<file path="src/design/tsdsup_pkg.sv">
package tsdsup_pkg;

  // Register byte offsets
  localparam logic [7:0] TSDSUP_CTRL_OFS = 8'h00;
  localparam logic [7:0] TSDSUP_STAT_OFS = 8'h04;
  localparam logic [7:0] TSDSUP_IRQ_STAT_OFS = 8'h08;
  localparam logic [7:0] TSDSUP_IRQ_MASK_OFS = 8'h0C;
  localparam logic [7:0] TSDSUP_MODE_OFS = 8'h10;

  // Control register bit positions
  localparam int TSDSUP_CTRL_EXT_EN_BIT = 0;
  localparam int TSDSUP_CTRL_THR_BIT = 1;
  localparam int TSDSUP_CTRL_SHORT_RD_BIT = 2;
  localparam int TSDSUP_CTRL_SLEEP_REQ_BIT = 3;

  // Status register bit positions (W1C for the flags)
  localparam int TSDSUP_STAT_EVT_BIT = 0;
  localparam int TSDSUP_STAT_LATCH_BIT = 1;
  localparam int TSDSUP_STAT_OV_BIT = 2;
  localparam int TSDSUP_STAT_SC_BIT = 3;
  localparam int TSDSUP_STAT_CNT_LSB = 8;

  // Interrupt status bit positions
  localparam int TSDSUP_IRQ_OT_BIT = 0;
  localparam int TSDSUP_IRQ_LATCH_BIT = 1;
  localparam int TSDSUP_IRQ_OV_BIT = 2;
  localparam int TSDSUP_IRQ_SC_BIT = 3;
  localparam int TSDSUP_IRQ_RESTART_BIT = 4;
  localparam int TSDSUP_IRQ_W = 5;

  // Reset values
  localparam logic [3:0] TSDSUP_CTRL_RST = 4'h0;
  localparam logic [TSDSUP_IRQ_W-1:0] TSDSUP_MASK_RST = 5'h00;

  // Event counting
  localparam int TSDSUP_EVT_LIMIT = 16;
  localparam int TSDSUP_EXT_FACTOR = 64;

  // Timing, clock 10 MHz
  localparam int TSDSUP_CLK_HZ = 10_000_000;
  localparam int TSDSUP_LONG_RD_MS = 10;
  localparam int TSDSUP_SHORT_RD_MS = 2;
  localparam int TSDSUP_OV_FILT_US = 64;
  localparam int TSDSUP_SC_FILT_MS = 2;
  localparam int TSDSUP_LONG_RD_CYC = TSDSUP_CLK_HZ / 1000 * TSDSUP_LONG_RD_MS;
  localparam int TSDSUP_SHORT_RD_CYC = TSDSUP_CLK_HZ / 1000 * TSDSUP_SHORT_RD_MS;
  localparam int TSDSUP_OV_FILT_CYC = TSDSUP_CLK_HZ / 1_000_000 * TSDSUP_OV_FILT_US;
  localparam int TSDSUP_SC_FILT_CYC = TSDSUP_CLK_HZ / 1000 * TSDSUP_SC_FILT_MS;
  localparam int TSDSUP_COOLDOWN_CYC = 50_000;

  // Operating modes
  typedef enum logic [2:0] {
    TSDSUP_NORMAL,
    TSDSUP_SLEEP_ENTRY,
    TSDSUP_SLEEP,
    TSDSUP_FAILSAFE,
    TSDSUP_RESTART
  } tsdsup_mode_t;

  // AXI response codes
  localparam logic [1:0] TSDSUP_RESP_OKAY = 2'h0;
  localparam logic [1:0] TSDSUP_RESP_SLVERR = 2'h2;

endpackage : tsdsup_pkg

</file>
<file path="src/design/tsdsup_top.sv">
// Implementation choices: the AXI4-Lite interface to the registers and the register addresses.
`timescale 1ns/1ns
module tsdsup_top
  import tsdsup_pkg::*;
#(
  parameter int COOLDOWN_CYC = TSDSUP_COOLDOWN_CYC,
  parameter int LONG_RD_CYC = TSDSUP_LONG_RD_CYC,
  parameter int SHORT_RD_CYC = TSDSUP_SHORT_RD_CYC,
  parameter int SC_FILT_CYC = TSDSUP_SC_FILT_CYC
) (
  input wire logic aclk,
  input wire logic aresetn,
  input wire logic [7:0] s_axi_awaddr,
  input wire logic s_axi_awvalid,
  output logic s_axi_awready,
  input wire logic [31:0] s_axi_wdata,
  input wire logic [3:0] s_axi_wstrb,
  input wire logic s_axi_wvalid,
  output logic s_axi_wready,
  output logic [1:0] s_axi_bresp,
  output logic s_axi_bvalid,
  input wire logic s_axi_bready,
  input wire logic [7:0] s_axi_araddr,
  input wire logic s_axi_arvalid,
  output logic s_axi_arready,
  output logic [31:0] s_axi_rdata,
  output logic [1:0] s_axi_rresp,
  output logic s_axi_rvalid,
  input wire logic s_axi_rready,
  input wire logic chip_overtemp,
  input wire logic main_supply_overvolt,
  input wire logic main_supply_low,
  output logic raised_thermal_threshold_select,
  output logic main_supply_enable,
  output logic reset_out_n,
  output logic [2:0] mode_out,
  output logic irq
);

  // Internal state
  tsdsup_mode_t mode_q;
  logic [31:0] timer_q;
  logic [4:0] evt_cnt_q;
  logic evt_flag_q;
  logic latch_q;
  logic ovt_q;
  logic [3:0] ctrl_q;
  logic ov_flag_q;
  logic sc_flag_q;
  logic [15:0] ov_cnt_q;
  logic [31:0] sc_cnt_q;
  logic [TSDSUP_IRQ_W-1:0] irq_stat_q;
  logic [TSDSUP_IRQ_W-1:0] irq_mask_q;
  logic aw_got_q;
  logic w_got_q;
  logic [7:0] awaddr_q;
  logic [31:0] wdata_q;
  logic [3:0] wstrb_q;
  logic wr_fire;
  logic ot_rise;
  logic evt_clr;
  logic latch_clr;
  logic ext_dis;
  logic ov_detect;
  logic sc_detect;
  logic restart_evt;
  logic [31:0] wait_cyc;
  logic cnt_full_q;
  logic cnt_reach;
  logic [7:0] ctrl_wdata;
  logic ctrl_wr;
  logic stat_wr;
  logic irqs_wr;
  logic mask_wr;

  // Byte lane 0 write data of the stored write
  function automatic logic [7:0] lane0(input logic [31:0] d, input logic [3:0] s, input logic [7:0] old);
    lane0 = s[0] ? d[7:0] : old;
  endfunction : lane0

  // Stored write hits this word with lane 0 enabled; other lanes carry nothing
  function automatic logic lane0_hit(input logic fire, input logic [7:0] addr, input logic [3:0] s,
    input logic [7:0] ofs);
    lane0_hit = fire && addr == ofs && s[0];
  endfunction : lane0_hit

  // Write channel capture: address and data taken in either order
  assign s_axi_awready = !aw_got_q && !s_axi_bvalid;
  assign s_axi_wready = !w_got_q && !s_axi_bvalid;
  assign wr_fire = aw_got_q && w_got_q && !s_axi_bvalid;

  always_ff @(posedge aclk) begin
    if (!aresetn) begin
      aw_got_q <= 1'b0;
      w_got_q <= 1'b0;
      awaddr_q <= 8'h00;
      wdata_q <= 32'h0000_0000;
      wstrb_q <= 4'h0;
    end else if (wr_fire) begin
      aw_got_q <= 1'b0;
      w_got_q <= 1'b0;
    end else begin
      if (s_axi_awvalid && s_axi_awready) begin
        aw_got_q <= 1'b1;
        awaddr_q <= s_axi_awaddr;
      end
      if (s_axi_wvalid && s_axi_wready) begin
        w_got_q <= 1'b1;
        wdata_q <= s_axi_wdata;
        wstrb_q <= s_axi_wstrb;
      end
    end
  end

  // Write response, one cycle after both halves are in
  always_ff @(posedge aclk) begin
    if (!aresetn) begin
      s_axi_bvalid <= 1'b0;
      s_axi_bresp <= TSDSUP_RESP_OKAY;
    end else if (wr_fire) begin
      s_axi_bvalid <= 1'b1;
      if (awaddr_q[7:2] <= TSDSUP_IRQ_MASK_OFS[7:2] && awaddr_q[1:0] == 2'h0) begin
        s_axi_bresp <= TSDSUP_RESP_OKAY;
      end else begin
        s_axi_bresp <= TSDSUP_RESP_SLVERR;
      end
    end else if (s_axi_bready) begin
      s_axi_bvalid <= 1'b0;
    end
  end

  // Per-register write strobes from the stored request
  assign ctrl_wr = lane0_hit(wr_fire, awaddr_q, wstrb_q, TSDSUP_CTRL_OFS);
  assign stat_wr = lane0_hit(wr_fire, awaddr_q, wstrb_q, TSDSUP_STAT_OFS);
  assign irqs_wr = lane0_hit(wr_fire, awaddr_q, wstrb_q, TSDSUP_IRQ_STAT_OFS);
  assign mask_wr = lane0_hit(wr_fire, awaddr_q, wstrb_q, TSDSUP_IRQ_MASK_OFS);

  // Decoded write effects on lane 0: W1C status clears, and a control write with extension off clears the count
  assign evt_clr = stat_wr && wdata_q[TSDSUP_STAT_EVT_BIT] && mode_q == TSDSUP_NORMAL && !chip_overtemp;
  assign latch_clr = stat_wr && wdata_q[TSDSUP_STAT_LATCH_BIT];
  assign ext_dis = ctrl_wr && !wdata_q[TSDSUP_CTRL_EXT_EN_BIT];

  // Control register
  assign ctrl_wdata = lane0(wdata_q, wstrb_q, {4'h0, ctrl_q});
  always_ff @(posedge aclk) begin
    if (!aresetn) begin
      ctrl_q <= TSDSUP_CTRL_RST;
    end else begin
      if (ctrl_wr) begin
        ctrl_q <= ctrl_wdata[3:0];
      end
      if (mode_q != TSDSUP_NORMAL) begin
        ctrl_q[TSDSUP_CTRL_SLEEP_REQ_BIT] <= 1'b0; // Sleep request is one-shot
      end
    end
  end

  assign raised_thermal_threshold_select = ctrl_q[TSDSUP_CTRL_THR_BIT];

  // Overtemperature edge, one event per excursion
  // Starts low like the idle pin, so reset makes no false event
  always_ff @(posedge aclk) begin
    if (!aresetn) begin
      ovt_q <= 1'b0;
    end else begin
      ovt_q <= chip_overtemp;
    end
  end
  assign ot_rise = chip_overtemp && !ovt_q;

  // Event flag; a new event wins over a clear
  always_ff @(posedge aclk) begin
    if (!aresetn) begin
      evt_flag_q <= 1'b0;
    end else if (ot_rise) begin
      evt_flag_q <= 1'b1;
    end else if (evt_clr) begin
      evt_flag_q <= 1'b0;
    end
  end

  // Event counter, saturating
  always_ff @(posedge aclk) begin
    if (!aresetn) begin
      evt_cnt_q <= 5'h00;
    end else if (evt_clr || ext_dis) begin
      evt_cnt_q <= 5'h00;
    end else if (ot_rise && ctrl_q[TSDSUP_CTRL_EXT_EN_BIT] && evt_cnt_q < 5'(TSDSUP_EVT_LIMIT)) begin
      evt_cnt_q <= evt_cnt_q + 5'h01;
    end
  end

  // Arrival at 16 is a one-cycle event, not a level: a saturated count
  // would otherwise set the latch again and lock out the software clear
  assign cnt_reach = evt_cnt_q == 5'(TSDSUP_EVT_LIMIT) && !cnt_full_q;

  // Latched extension flag; arrival at 16 wins over a same-cycle clear
  always_ff @(posedge aclk) begin
    if (!aresetn) begin
      cnt_full_q <= 1'b0;
      latch_q <= 1'b0;
    end else begin
      cnt_full_q <= evt_cnt_q == 5'(TSDSUP_EVT_LIMIT);
      if (cnt_reach) begin
        latch_q <= 1'b1;
      end else if (latch_clr) begin
        latch_q <= 1'b0;
      end
    end
  end

  // Cool-down length; extension kept while latched
  assign wait_cyc = latch_q ? 32'(COOLDOWN_CYC * TSDSUP_EXT_FACTOR) : 32'(COOLDOWN_CYC);

  // Mode sequencer with a shared timer
  // One timer serves cool-down and reset release; the two never overlap
  always_ff @(posedge aclk) begin
    if (!aresetn) begin
      mode_q <= TSDSUP_RESTART;
      timer_q <= 32'h0000_0000;
    end else if (chip_overtemp && mode_q != TSDSUP_FAILSAFE) begin
      mode_q <= TSDSUP_FAILSAFE;
      timer_q <= 32'h0000_0000;
    end else begin
      case (mode_q)
        TSDSUP_NORMAL: begin
          if (ctrl_q[TSDSUP_CTRL_SLEEP_REQ_BIT]) begin
            mode_q <= TSDSUP_SLEEP_ENTRY;
          end
        end
        TSDSUP_SLEEP_ENTRY: begin
          mode_q <= TSDSUP_SLEEP; // Overtemp already caught above
        end
        TSDSUP_SLEEP: begin
          mode_q <= TSDSUP_SLEEP; // Left only by reset or overtemp
        end
        TSDSUP_FAILSAFE: begin
          if (chip_overtemp) begin
            timer_q <= 32'h0000_0000;
          end else if (timer_q >= wait_cyc - 32'h0000_0001) begin
            mode_q <= TSDSUP_RESTART;
            timer_q <= 32'h0000_0000;
          end else begin
            timer_q <= timer_q + 32'h0000_0001;
          end
        end
        TSDSUP_RESTART: begin
          if (timer_q >= (ctrl_q[TSDSUP_CTRL_SHORT_RD_BIT] ? 32'(SHORT_RD_CYC) : 32'(LONG_RD_CYC))
                         - 32'h0000_0001) begin
            mode_q <= TSDSUP_NORMAL;
            timer_q <= 32'h0000_0000;
          end else begin
            timer_q <= timer_q + 32'h0000_0001;
          end
        end
        default: begin
          mode_q <= TSDSUP_FAILSAFE;
        end
      endcase
    end
  end

  // Restart entry pulse; the timer is zero only on the first restart cycle
  assign restart_evt = mode_q == TSDSUP_RESTART && timer_q == 32'h0000_0000;
  // Pin decodes; the processor stays in reset outside normal running and sleep entry
  assign reset_out_n = mode_q == TSDSUP_NORMAL || mode_q == TSDSUP_SLEEP_ENTRY;
  assign main_supply_enable = mode_q != TSDSUP_FAILSAFE && mode_q != TSDSUP_SLEEP;
  assign mode_out = mode_q;

  // Overvoltage persistence filter
  // Counter parks at the limit so one long excursion flags only once
  always_ff @(posedge aclk) begin
    if (!aresetn) begin
      ov_cnt_q <= 16'h0000;
    end else if (!main_supply_overvolt) begin
      ov_cnt_q <= 16'h0000;
    end else if (ov_cnt_q < 16'(TSDSUP_OV_FILT_CYC)) begin
      ov_cnt_q <= ov_cnt_q + 16'h0001;
    end
  end
  assign ov_detect = ov_cnt_q == 16'(TSDSUP_OV_FILT_CYC - 1) && main_supply_overvolt;

  // Short-to-ground filter; also blanks the rail during power-up
  always_ff @(posedge aclk) begin
    if (!aresetn) begin
      sc_cnt_q <= 32'h0000_0000;
    end else if (!main_supply_low || !main_supply_enable) begin
      sc_cnt_q <= 32'h0000_0000;
    end else if (sc_cnt_q < 32'(SC_FILT_CYC)) begin
      sc_cnt_q <= sc_cnt_q + 32'h0000_0001;
    end
  end
  assign sc_detect = sc_cnt_q == 32'(SC_FILT_CYC - 1) && main_supply_low && main_supply_enable;

  // Diagnostic flags, set wins over W1C
  always_ff @(posedge aclk) begin
    if (!aresetn) begin
      ov_flag_q <= 1'b0;
      sc_flag_q <= 1'b0;
    end else begin
      if (ov_detect) begin
        ov_flag_q <= 1'b1;
      end else if (stat_wr && wdata_q[TSDSUP_STAT_OV_BIT]) begin
        ov_flag_q <= 1'b0;
      end
      if (sc_detect) begin
        sc_flag_q <= 1'b1;
      end else if (stat_wr && wdata_q[TSDSUP_STAT_SC_BIT]) begin
        sc_flag_q <= 1'b0;
      end
    end
  end

  // Interrupt status and mask; events beat same-cycle clears
  always_ff @(posedge aclk) begin
    if (!aresetn) begin
      irq_stat_q <= '0;
      irq_mask_q <= TSDSUP_MASK_RST;
    end else begin
      if (mask_wr) begin
        irq_mask_q <= wdata_q[TSDSUP_IRQ_W-1:0];
      end
      irq_stat_q <= (irq_stat_q & ~(irqs_wr ? wdata_q[TSDSUP_IRQ_W-1:0] : 5'h00))
                    | {restart_evt, sc_detect, ov_detect, cnt_reach, ot_rise};
    end
  end

  // Level output; stays up until the status bit is cleared or masked
  assign irq = |(irq_stat_q & irq_mask_q);

  // Read channel; unmapped reads answer SLVERR with zero data
  // Only one read in flight, so arready simply waits for rvalid to go
  assign s_axi_arready = !s_axi_rvalid;
  always_ff @(posedge aclk) begin
    if (!aresetn) begin
      s_axi_rvalid <= 1'b0;
      s_axi_rdata <= 32'h0000_0000;
      s_axi_rresp <= TSDSUP_RESP_OKAY;
    end else if (s_axi_arvalid && s_axi_arready) begin
      s_axi_rvalid <= 1'b1;
      s_axi_rresp <= TSDSUP_RESP_OKAY;
      if (s_axi_araddr == TSDSUP_CTRL_OFS) begin
        s_axi_rdata <= {28'h0000000, ctrl_q};
      end else if (s_axi_araddr == TSDSUP_STAT_OFS) begin
        s_axi_rdata <= {19'h00000, evt_cnt_q, 4'h0, sc_flag_q, ov_flag_q, latch_q, evt_flag_q};
      end else if (s_axi_araddr == TSDSUP_IRQ_STAT_OFS) begin
        s_axi_rdata <= {27'h0000000, irq_stat_q};
      end else if (s_axi_araddr == TSDSUP_IRQ_MASK_OFS) begin
        s_axi_rdata <= {27'h0000000, irq_mask_q};
      end else if (s_axi_araddr == TSDSUP_MODE_OFS) begin
        s_axi_rdata <= {29'h00000000, mode_q};
      end else begin
        s_axi_rdata <= 32'h0000_0000;
        s_axi_rresp <= TSDSUP_RESP_SLVERR;
      end
    end else if (s_axi_rready) begin
      s_axi_rvalid <= 1'b0;
    end
  end

endmodule : tsdsup_top

</file>
<file path="config.mk">
export PLATFORM = sky130hd
export DESIGN_NAME = tsdsup_top
export DESIGN_NICKNAME = d
export VERILOG_FILES = /design/src/design/tsdsup_pkg.sv /design/src/design/tsdsup_top.sv
export SDC_FILE = /design/constraint.sdc
export NUM_CORES = 1
export LEC_CHECK = 0
export BUFFER_PORTS_ARGS = -buffer_cell sky130_fd_sc_hd__buf_2
export CORE_UTILIZATION = 35
export DETAILED_ROUTE_END_ITERATION = 12
export SETUP_SLACK_MARGIN = 0.2
export SYNTH_ARGS = -nofsm -noshare
export SYNTH_HDL_FRONTEND = slang
export SYNTH_SLANG_ARGS = --single-unit
</file>
<file path="constraint.sdc">
create_clock -name aclk -period 2.57 [get_ports aclk]
set_input_delay 0.514 -clock aclk [delete_from_list [all_inputs] [get_ports aclk]]
set_output_delay 0.514 -clock aclk [all_outputs]
set_load 0.03 [all_outputs]
</file>
==> impl_metrics.yaml, run 1 <==
sta:
  fin_crit_ns: 2.17
  hold_violations: 0
  finClkSkew_ns: 0.00844
  clock.fmax_ghz: 0.460
  drv_slew: 0
  fin_crit_sh: 0.846
  setup_violations: 0
  worstMarginPinSlew_ns: 0.643
  rsz0062_at_grt: "false"
  slew_headroom: 0.567
  setup_tns_ns: 0
drt:
  wl_per_cell_microns: 13.4
  vias_per_cell: 4.95
  ant_nets: 0
  num_vias: 5047
  drtPass1Iterations: 5
  wl_met1_mm: 6.95
  drt-initial-drc-count: 289
  wirelength_mm: 13.7
  wl_met2_mm: 5.95
  routed.top_layer: "met4"
  dr_wl_met3_microns: 638
  drc: 0
global_route:
  overflow: 0
  grt_antenna_before_repair: 0
  grt_max_degree: 43
  grt_pass1_vias: 4605
  grt_pass1_wl_mm: 22.6
  track_usage: 0.157
placed_design:
  gp_congestion: 0.810
  portBuffers: 55
  placed_cell_area_sq_um: 6720
  dp_cells: 988
  hpwl_mm: 9.70
synthesis:
  synth_edf_count: 0
  synth_warnings: 0
  ys.flop_type: "dfxtp_1"
  ys_seq_area_frac: 0.443
  syn_area_sq_um: 6240
  synth_area_per_cell_sq_um: 8.67
  synth_cell_types: 58
  async_reset_ff_frac: 0
  ys_ff_latch: 138
  postSynthCellCount: 719
worst_setup_path:
  critPathRequiredTime_ns: 2.92
  cp.arrival_ns: 2.53
  crit_fanout: 30
  setup.worst_path.start_class: "register"
  worst_setup_path_end_kind: "register"
  crit_type: "reg2reg"
  reg2reg_slack_ns: 0.40
clock_tree:
  cts.clk_slew.worst_paths_ns: 0.06
  htreeDepth: 4
  postCtsSetupBuffers: 0
  root_buffer: "clkbuf_16"
  clkSinkCount: 138
  clk-insertion-delay-late_ns: 0.42
  cts_tree: "yes"
  cts_hold_buf: 0
  cts_buffer_depth: 2
  cts_buffers: 17
floorplanning:
  fp.dieArea_sq_um: 18400
  start_util: 0.359
  die_h_microns: 135
  dieWidth_microns: 135
  core_sq_um: 17400
  rows: 48
  num_io_pins: 110
power:
  power.density_cell_area_nw_per_um2: 668
  p_clk_frac: 0.472
  pwr-share-seq: 0.456
  combPwrFrac: 0.073
  power.switching_mw: 1.21
  p_sw_frac: 0.248
  ir_drop_uv: 591
  leakage_nw: 2.98
  p_int_mw: 3.67
final_layout:
  layout_commonest_cell: "dfxtp_1"
  fillers: 1736
  final_cell_mix: "dfxtp_1, nor2_1, nand2_1"
  multi_input_area_sq_um: 3220
  finalNetCount: 861
  seqCellArea_sq_um: 2760
  area_growth_pct: 16.9
  drive_gt1_frac: 0.148
  instances_no_fill: 1020
  final_cell_area_sq_um: 7290
  num_antenna_cells: 0
job:
  cap_violations: 0
status:
  status: "finished clean"
worst_hold_path:
  hold_path_class: "in2reg"
-- registers in the layout, indices dropped and copies added, names as in the netlist, 3 cells and up --
register	count
mode_out	3
s_axi_rdata	10
ov_cnt_q	16
wdata_q	5
irq_stat_q	5
evt_cnt_q	5
ctrl_q	4
awaddr_q	8
timer_q	32
sc_cnt_q	32
irq_mask_q	5
-- through the flow --
step                      power, mW  hold slack, ns  utilization  worst slack [ns]
after global placement         2.62           0.434        0.387             0.176
after CTS                      4.93           0.259        0.420             0.281
final                          4.87           0.275        0.420             0.397
after floorplan                2.53           0.421            -             0.397
after detailed placement       2.62           0.439        0.387             0.165
after global routing           5.07           0.269        0.420             0.210
-- layout make-up --
| class | instances | share of cell area |
|---|---|---|
| Clock inverter | 10 | 0.0129 |
| Tap cell | 225 | 0.0386 |
| Timing Repair Buffer | 71 | 0.0559 |
| Multi-Input combinational cell | 537 | 0.441 |
| Inverter | 17 | 0.00875 |
| Clock buffer | 22 | 0.0637 |
| Sequential cell | 138 | 0.379 |
-- kinds of logic after synthesis --
group,count (synthesis),share of synthesized area
flops,138,0.443
buf+inv,67,0.0566
fa+ha+maj,17,0.0341
mux,21,0.0351
simple gates,333,0.267
other cells,1,0.000601
xor+xnor,46,0.0646
compound gates,96,0.0987
-- final timing paths --
| path | startpoint | end | depth (start not counted) |
|---|---|---|---|
| worst max-delay path | latch_q | timer_q[8] | 9 |
| worst min-delay path | s_axi_rready | s_axi_rvalid | 2 |
| worst max register to register | latch_q | timer_q[8] | 9 |
| worst min register to register | s_axi_rdata[8] | s_axi_rdata[8] | 2 |
-- cell usage after synthesis, types with 8 or more instances --
library cell  instances  area share
o21ai_0              18       0.014
nor2_1               97       0.058
xor2_1               38       0.053
mux2i_1              14       0.022
a21oi_1              40       0.032
dfxtp_1             138        0.44
buf_4                24       0.029
and3_1               24       0.024
nand2_1              75       0.045
ha_1                 17       0.034
clkbuf_1             22       0.013
and2_1               25       0.025
nor4_1               12       0.012
xnor2_1               8       0.011
nor3_1                8      0.0064
nand4_1              19       0.019
nand3_1              31       0.025
inv_1                16      0.0096
or3_1                11       0.011
-- worst max-delay path, cell delays in order (launching register included) --
cell and delay [ns]:
dfxtp_1 0.39, inv_2 0.10, ha_1 0.31, a21oi_1 0.13
nand4_1 0.14, a211oi_2 0.30, nand3b_1 0.15, a31o_2 0.29
buf_12 0.17, nor2_1 0.11
-- repair_timing --
action | CTS | global route
endpoints found under the hold margin | 0 | 0
gates resized for setup | 1 | 2
setup endpoints to repair | 32 | 33
pin swaps | 0 | 1
-- layer usage --
metal  vias to the layer above  track usage
met1                      2358        0.220
met2                        95        0.225
met3                        12       0.0513
met4                         0       0.0481
met5                         -            0
li1                       2582            -
-- power by group through the flow --
stage | combinational [mW] | sequential (mW) | clock [mW]
3_5_place_dp | 0.356 | 2.27 | 0
3_3_place_gp | 0.355 | 2.27 | 0
4_1_cts | 0.358 | 2.22 | 2.35
5_1_grt | 0.390 | 2.23 | 2.45
6_report | 0.354 | 2.22 | 2.30
2_1_floorplan | 0.247 | 2.28 | 0
Note: power is estimated with default switching activity, not from simulation.
==> run 2: changes to the inputs <==
Clock period 2.57 ns to 2.1 ns, I/O delays scaled along.
==> impl_metrics.yaml, run 2 (synthesis results as in run 1) <==
status:
  status: "finished clean"
clock_tree:
  cts.clk_slew.worst_paths_ns: 0.06
  htreeDepth: 4
  cts_buffers: 17
  clk-insertion-delay-late_ns: 0.41
  cts_buffer_depth: 2
  cts_tree: "yes"
  root_buffer: "clkbuf_16"
  clkSinkCount: 138
drt:
  drtPass1Iterations: 5
  drt-initial-drc-count: 286
  wirelength_mm: 14.9
  num_vias: 5256
  wl_met1_mm: 7.29
  vias_per_cell: 4.96
  wl_met2_mm: 6.90
  dr_wl_met3_microns: 570
  ant_nets: 0
  wl_per_cell_microns: 14.1
  drc: 0
  routed.top_layer: "met4"
final_layout:
  drive_gt1_frac: 0.242
  reg.largest.list: "sc_cnt_q x32, timer_q x32, ov_cnt_q x16"
  final_cell_mix: "dfxtp_1, nor2_1, nand2_1"
  area_growth_pct: 26.6
  num_antenna_cells: 0
  finalNetCount: 901
  fillers: 1658
  final_cell_area_sq_um: 7900
  layout_commonest_cell: "dfxtp_1"
  instances_no_fill: 1059
sta:
  finClkSkew_ns: 0.00556
  fin_ws_ns: 0.0146
  clock.fmax_ghz: 0.480
  worstMarginPinSlew_ns: 0.501
  slew_headroom: 0.666
  hold_ws_ns: 0.192
  hold_violations: 0
  rsz0062_at_grt: "true"
  fin_crit_ns: 2.09
  setup_tns_ns: 0
  setup_violations: 0
  drv_slew: 0
  fin_crit_sh: 0.993
power:
  leakage_nw: 3.23
  power.density_cell_area_nw_per_um2: 762
  ir_drop_uv: 620
worst_setup_path:
  critPathRequiredTime_ns: 2.41
  setup.worst_path.start_class: "register"
  cp.arrival_ns: 2.39
  crit_start: "latch_q"
  regToRegStartpoint: "latch_q"
  crit_fanout: 7
  worst_setup_path_end_kind: "register"
  crit_type: "reg2reg"
floorplanning:
  rows: 48
  num_io_pins: 110
  core_sq_um: 17400
  die_h_microns: 135
  fp.dieArea_sq_um: 18400
  start_util: 0.359
  dieWidth_microns: 135
placed_design:
  dp_cells: 1021
  hpwl_mm: 10.3
  gp_congestion: 0.817
  placed_cell_area_sq_um: 7010
  place_ws_ns: -0.0852
  portBuffers: 55
global_route:
  grt_pass1_wl_mm: 24.6
  overflow: 0
  grt_pass1_vias: 4915
  track_usage: 0.170
  grt_antenna_before_repair: 0
  grt_max_degree: 42
worst_hold_path:
  hold_path_class: "in2reg"
  hp-start: "s_axi_rready"
job:
  cap_violations: 0
[run 2: cell types whose count changed in the layout (fill, tap and decap cells not counted), moves of 4 or more]
cell	previous run	this run
nor2_2	2	11
nor4_2	1	6
ha_4	0	5
nor2_1	97	85
buf_4	15	50
clkinvlp_4	6	2
dfxtp_1	138	129
ha_1	17	11
nor4_1	11	6
dfxtp_2	0	8
[run 2: per-layer routing]
layer | vias to the layer above | global-route usage
li1 | 2674 | -
met1 | 2477 | 0.232
met2 | 95 | 0.263
met3 | 10 | 0.0449
met4 | 0 | 0.0456
met5 | - | 0
[run 2: where the power goes]
part,total [mW],internal [mW],switching [mW]
Sequential,2.71,2.67,0.0445
Clock,2.79,1.68,1.11
Combinational,0.511,0.174,0.337
[run 2: cell type report]
| class | instances | area (sq um) | area share |
|---|---|---|---|
| flip-flops and latches | 138 | 2780 | 0.352 |
| repair buffers | 111 | 782 | 0.0990 |
| multi-input cells | 537 | 3440 | 0.435 |
| well taps | 225 | 282 | 0.0357 |
| clock buffers | 20 | 457 | 0.0578 |
| inverters | 17 | 66.3 | 0.00840 |
| clock inverters | 11 | 96.3 | 0.0122 |
[run 2: worst paths after layout]
check | endpoint | slack [ns] | depth (start not counted)
setup / recovery | timer_q[9] | 0.01 | 9
hold / removal | s_axi_rvalid | 0.19 | 2
setup reg to reg | timer_q[9] | 0.01 | 9
hold reg to reg | s_axi_rdata[12] | 0.45 | 2
[run 2: per-stage QoR]
stage | utilization | total power [mW]
2_1_floorplan | - | 3.10
3_3_place_gp | 0.404 | 3.23
3_5_place_dp | 0.404 | 3.23
4_1_cts | 0.446 | 6.08
5_1_grt | 0.455 | 6.27
6_report | 0.455 | 6.02
[run 2: worst max-delay path: stages (launching register included)]
cell and delay (ns):
dfxtp_2 0.35, inv_4 0.07, ha_1 0.29, nand4bb_1 0.16
nor4_2 0.33, a211oi_2 0.13, nand3b_1 0.15, a31o_4 0.28
clkbuf_16 0.19, nor2_1 0.04
[run 2: timing repair]
| action | in CTS | in global routing |
|---|---|---|
| cloned | 2 | 1 |
| endpoints found under the setup margin | 36 | 44 |
| pin swaps | 14 | 8 |
| resized for setup | 28 | 24 |
| setup buffers | 2 | 2 |
| hold buffers | 0 | 0 |
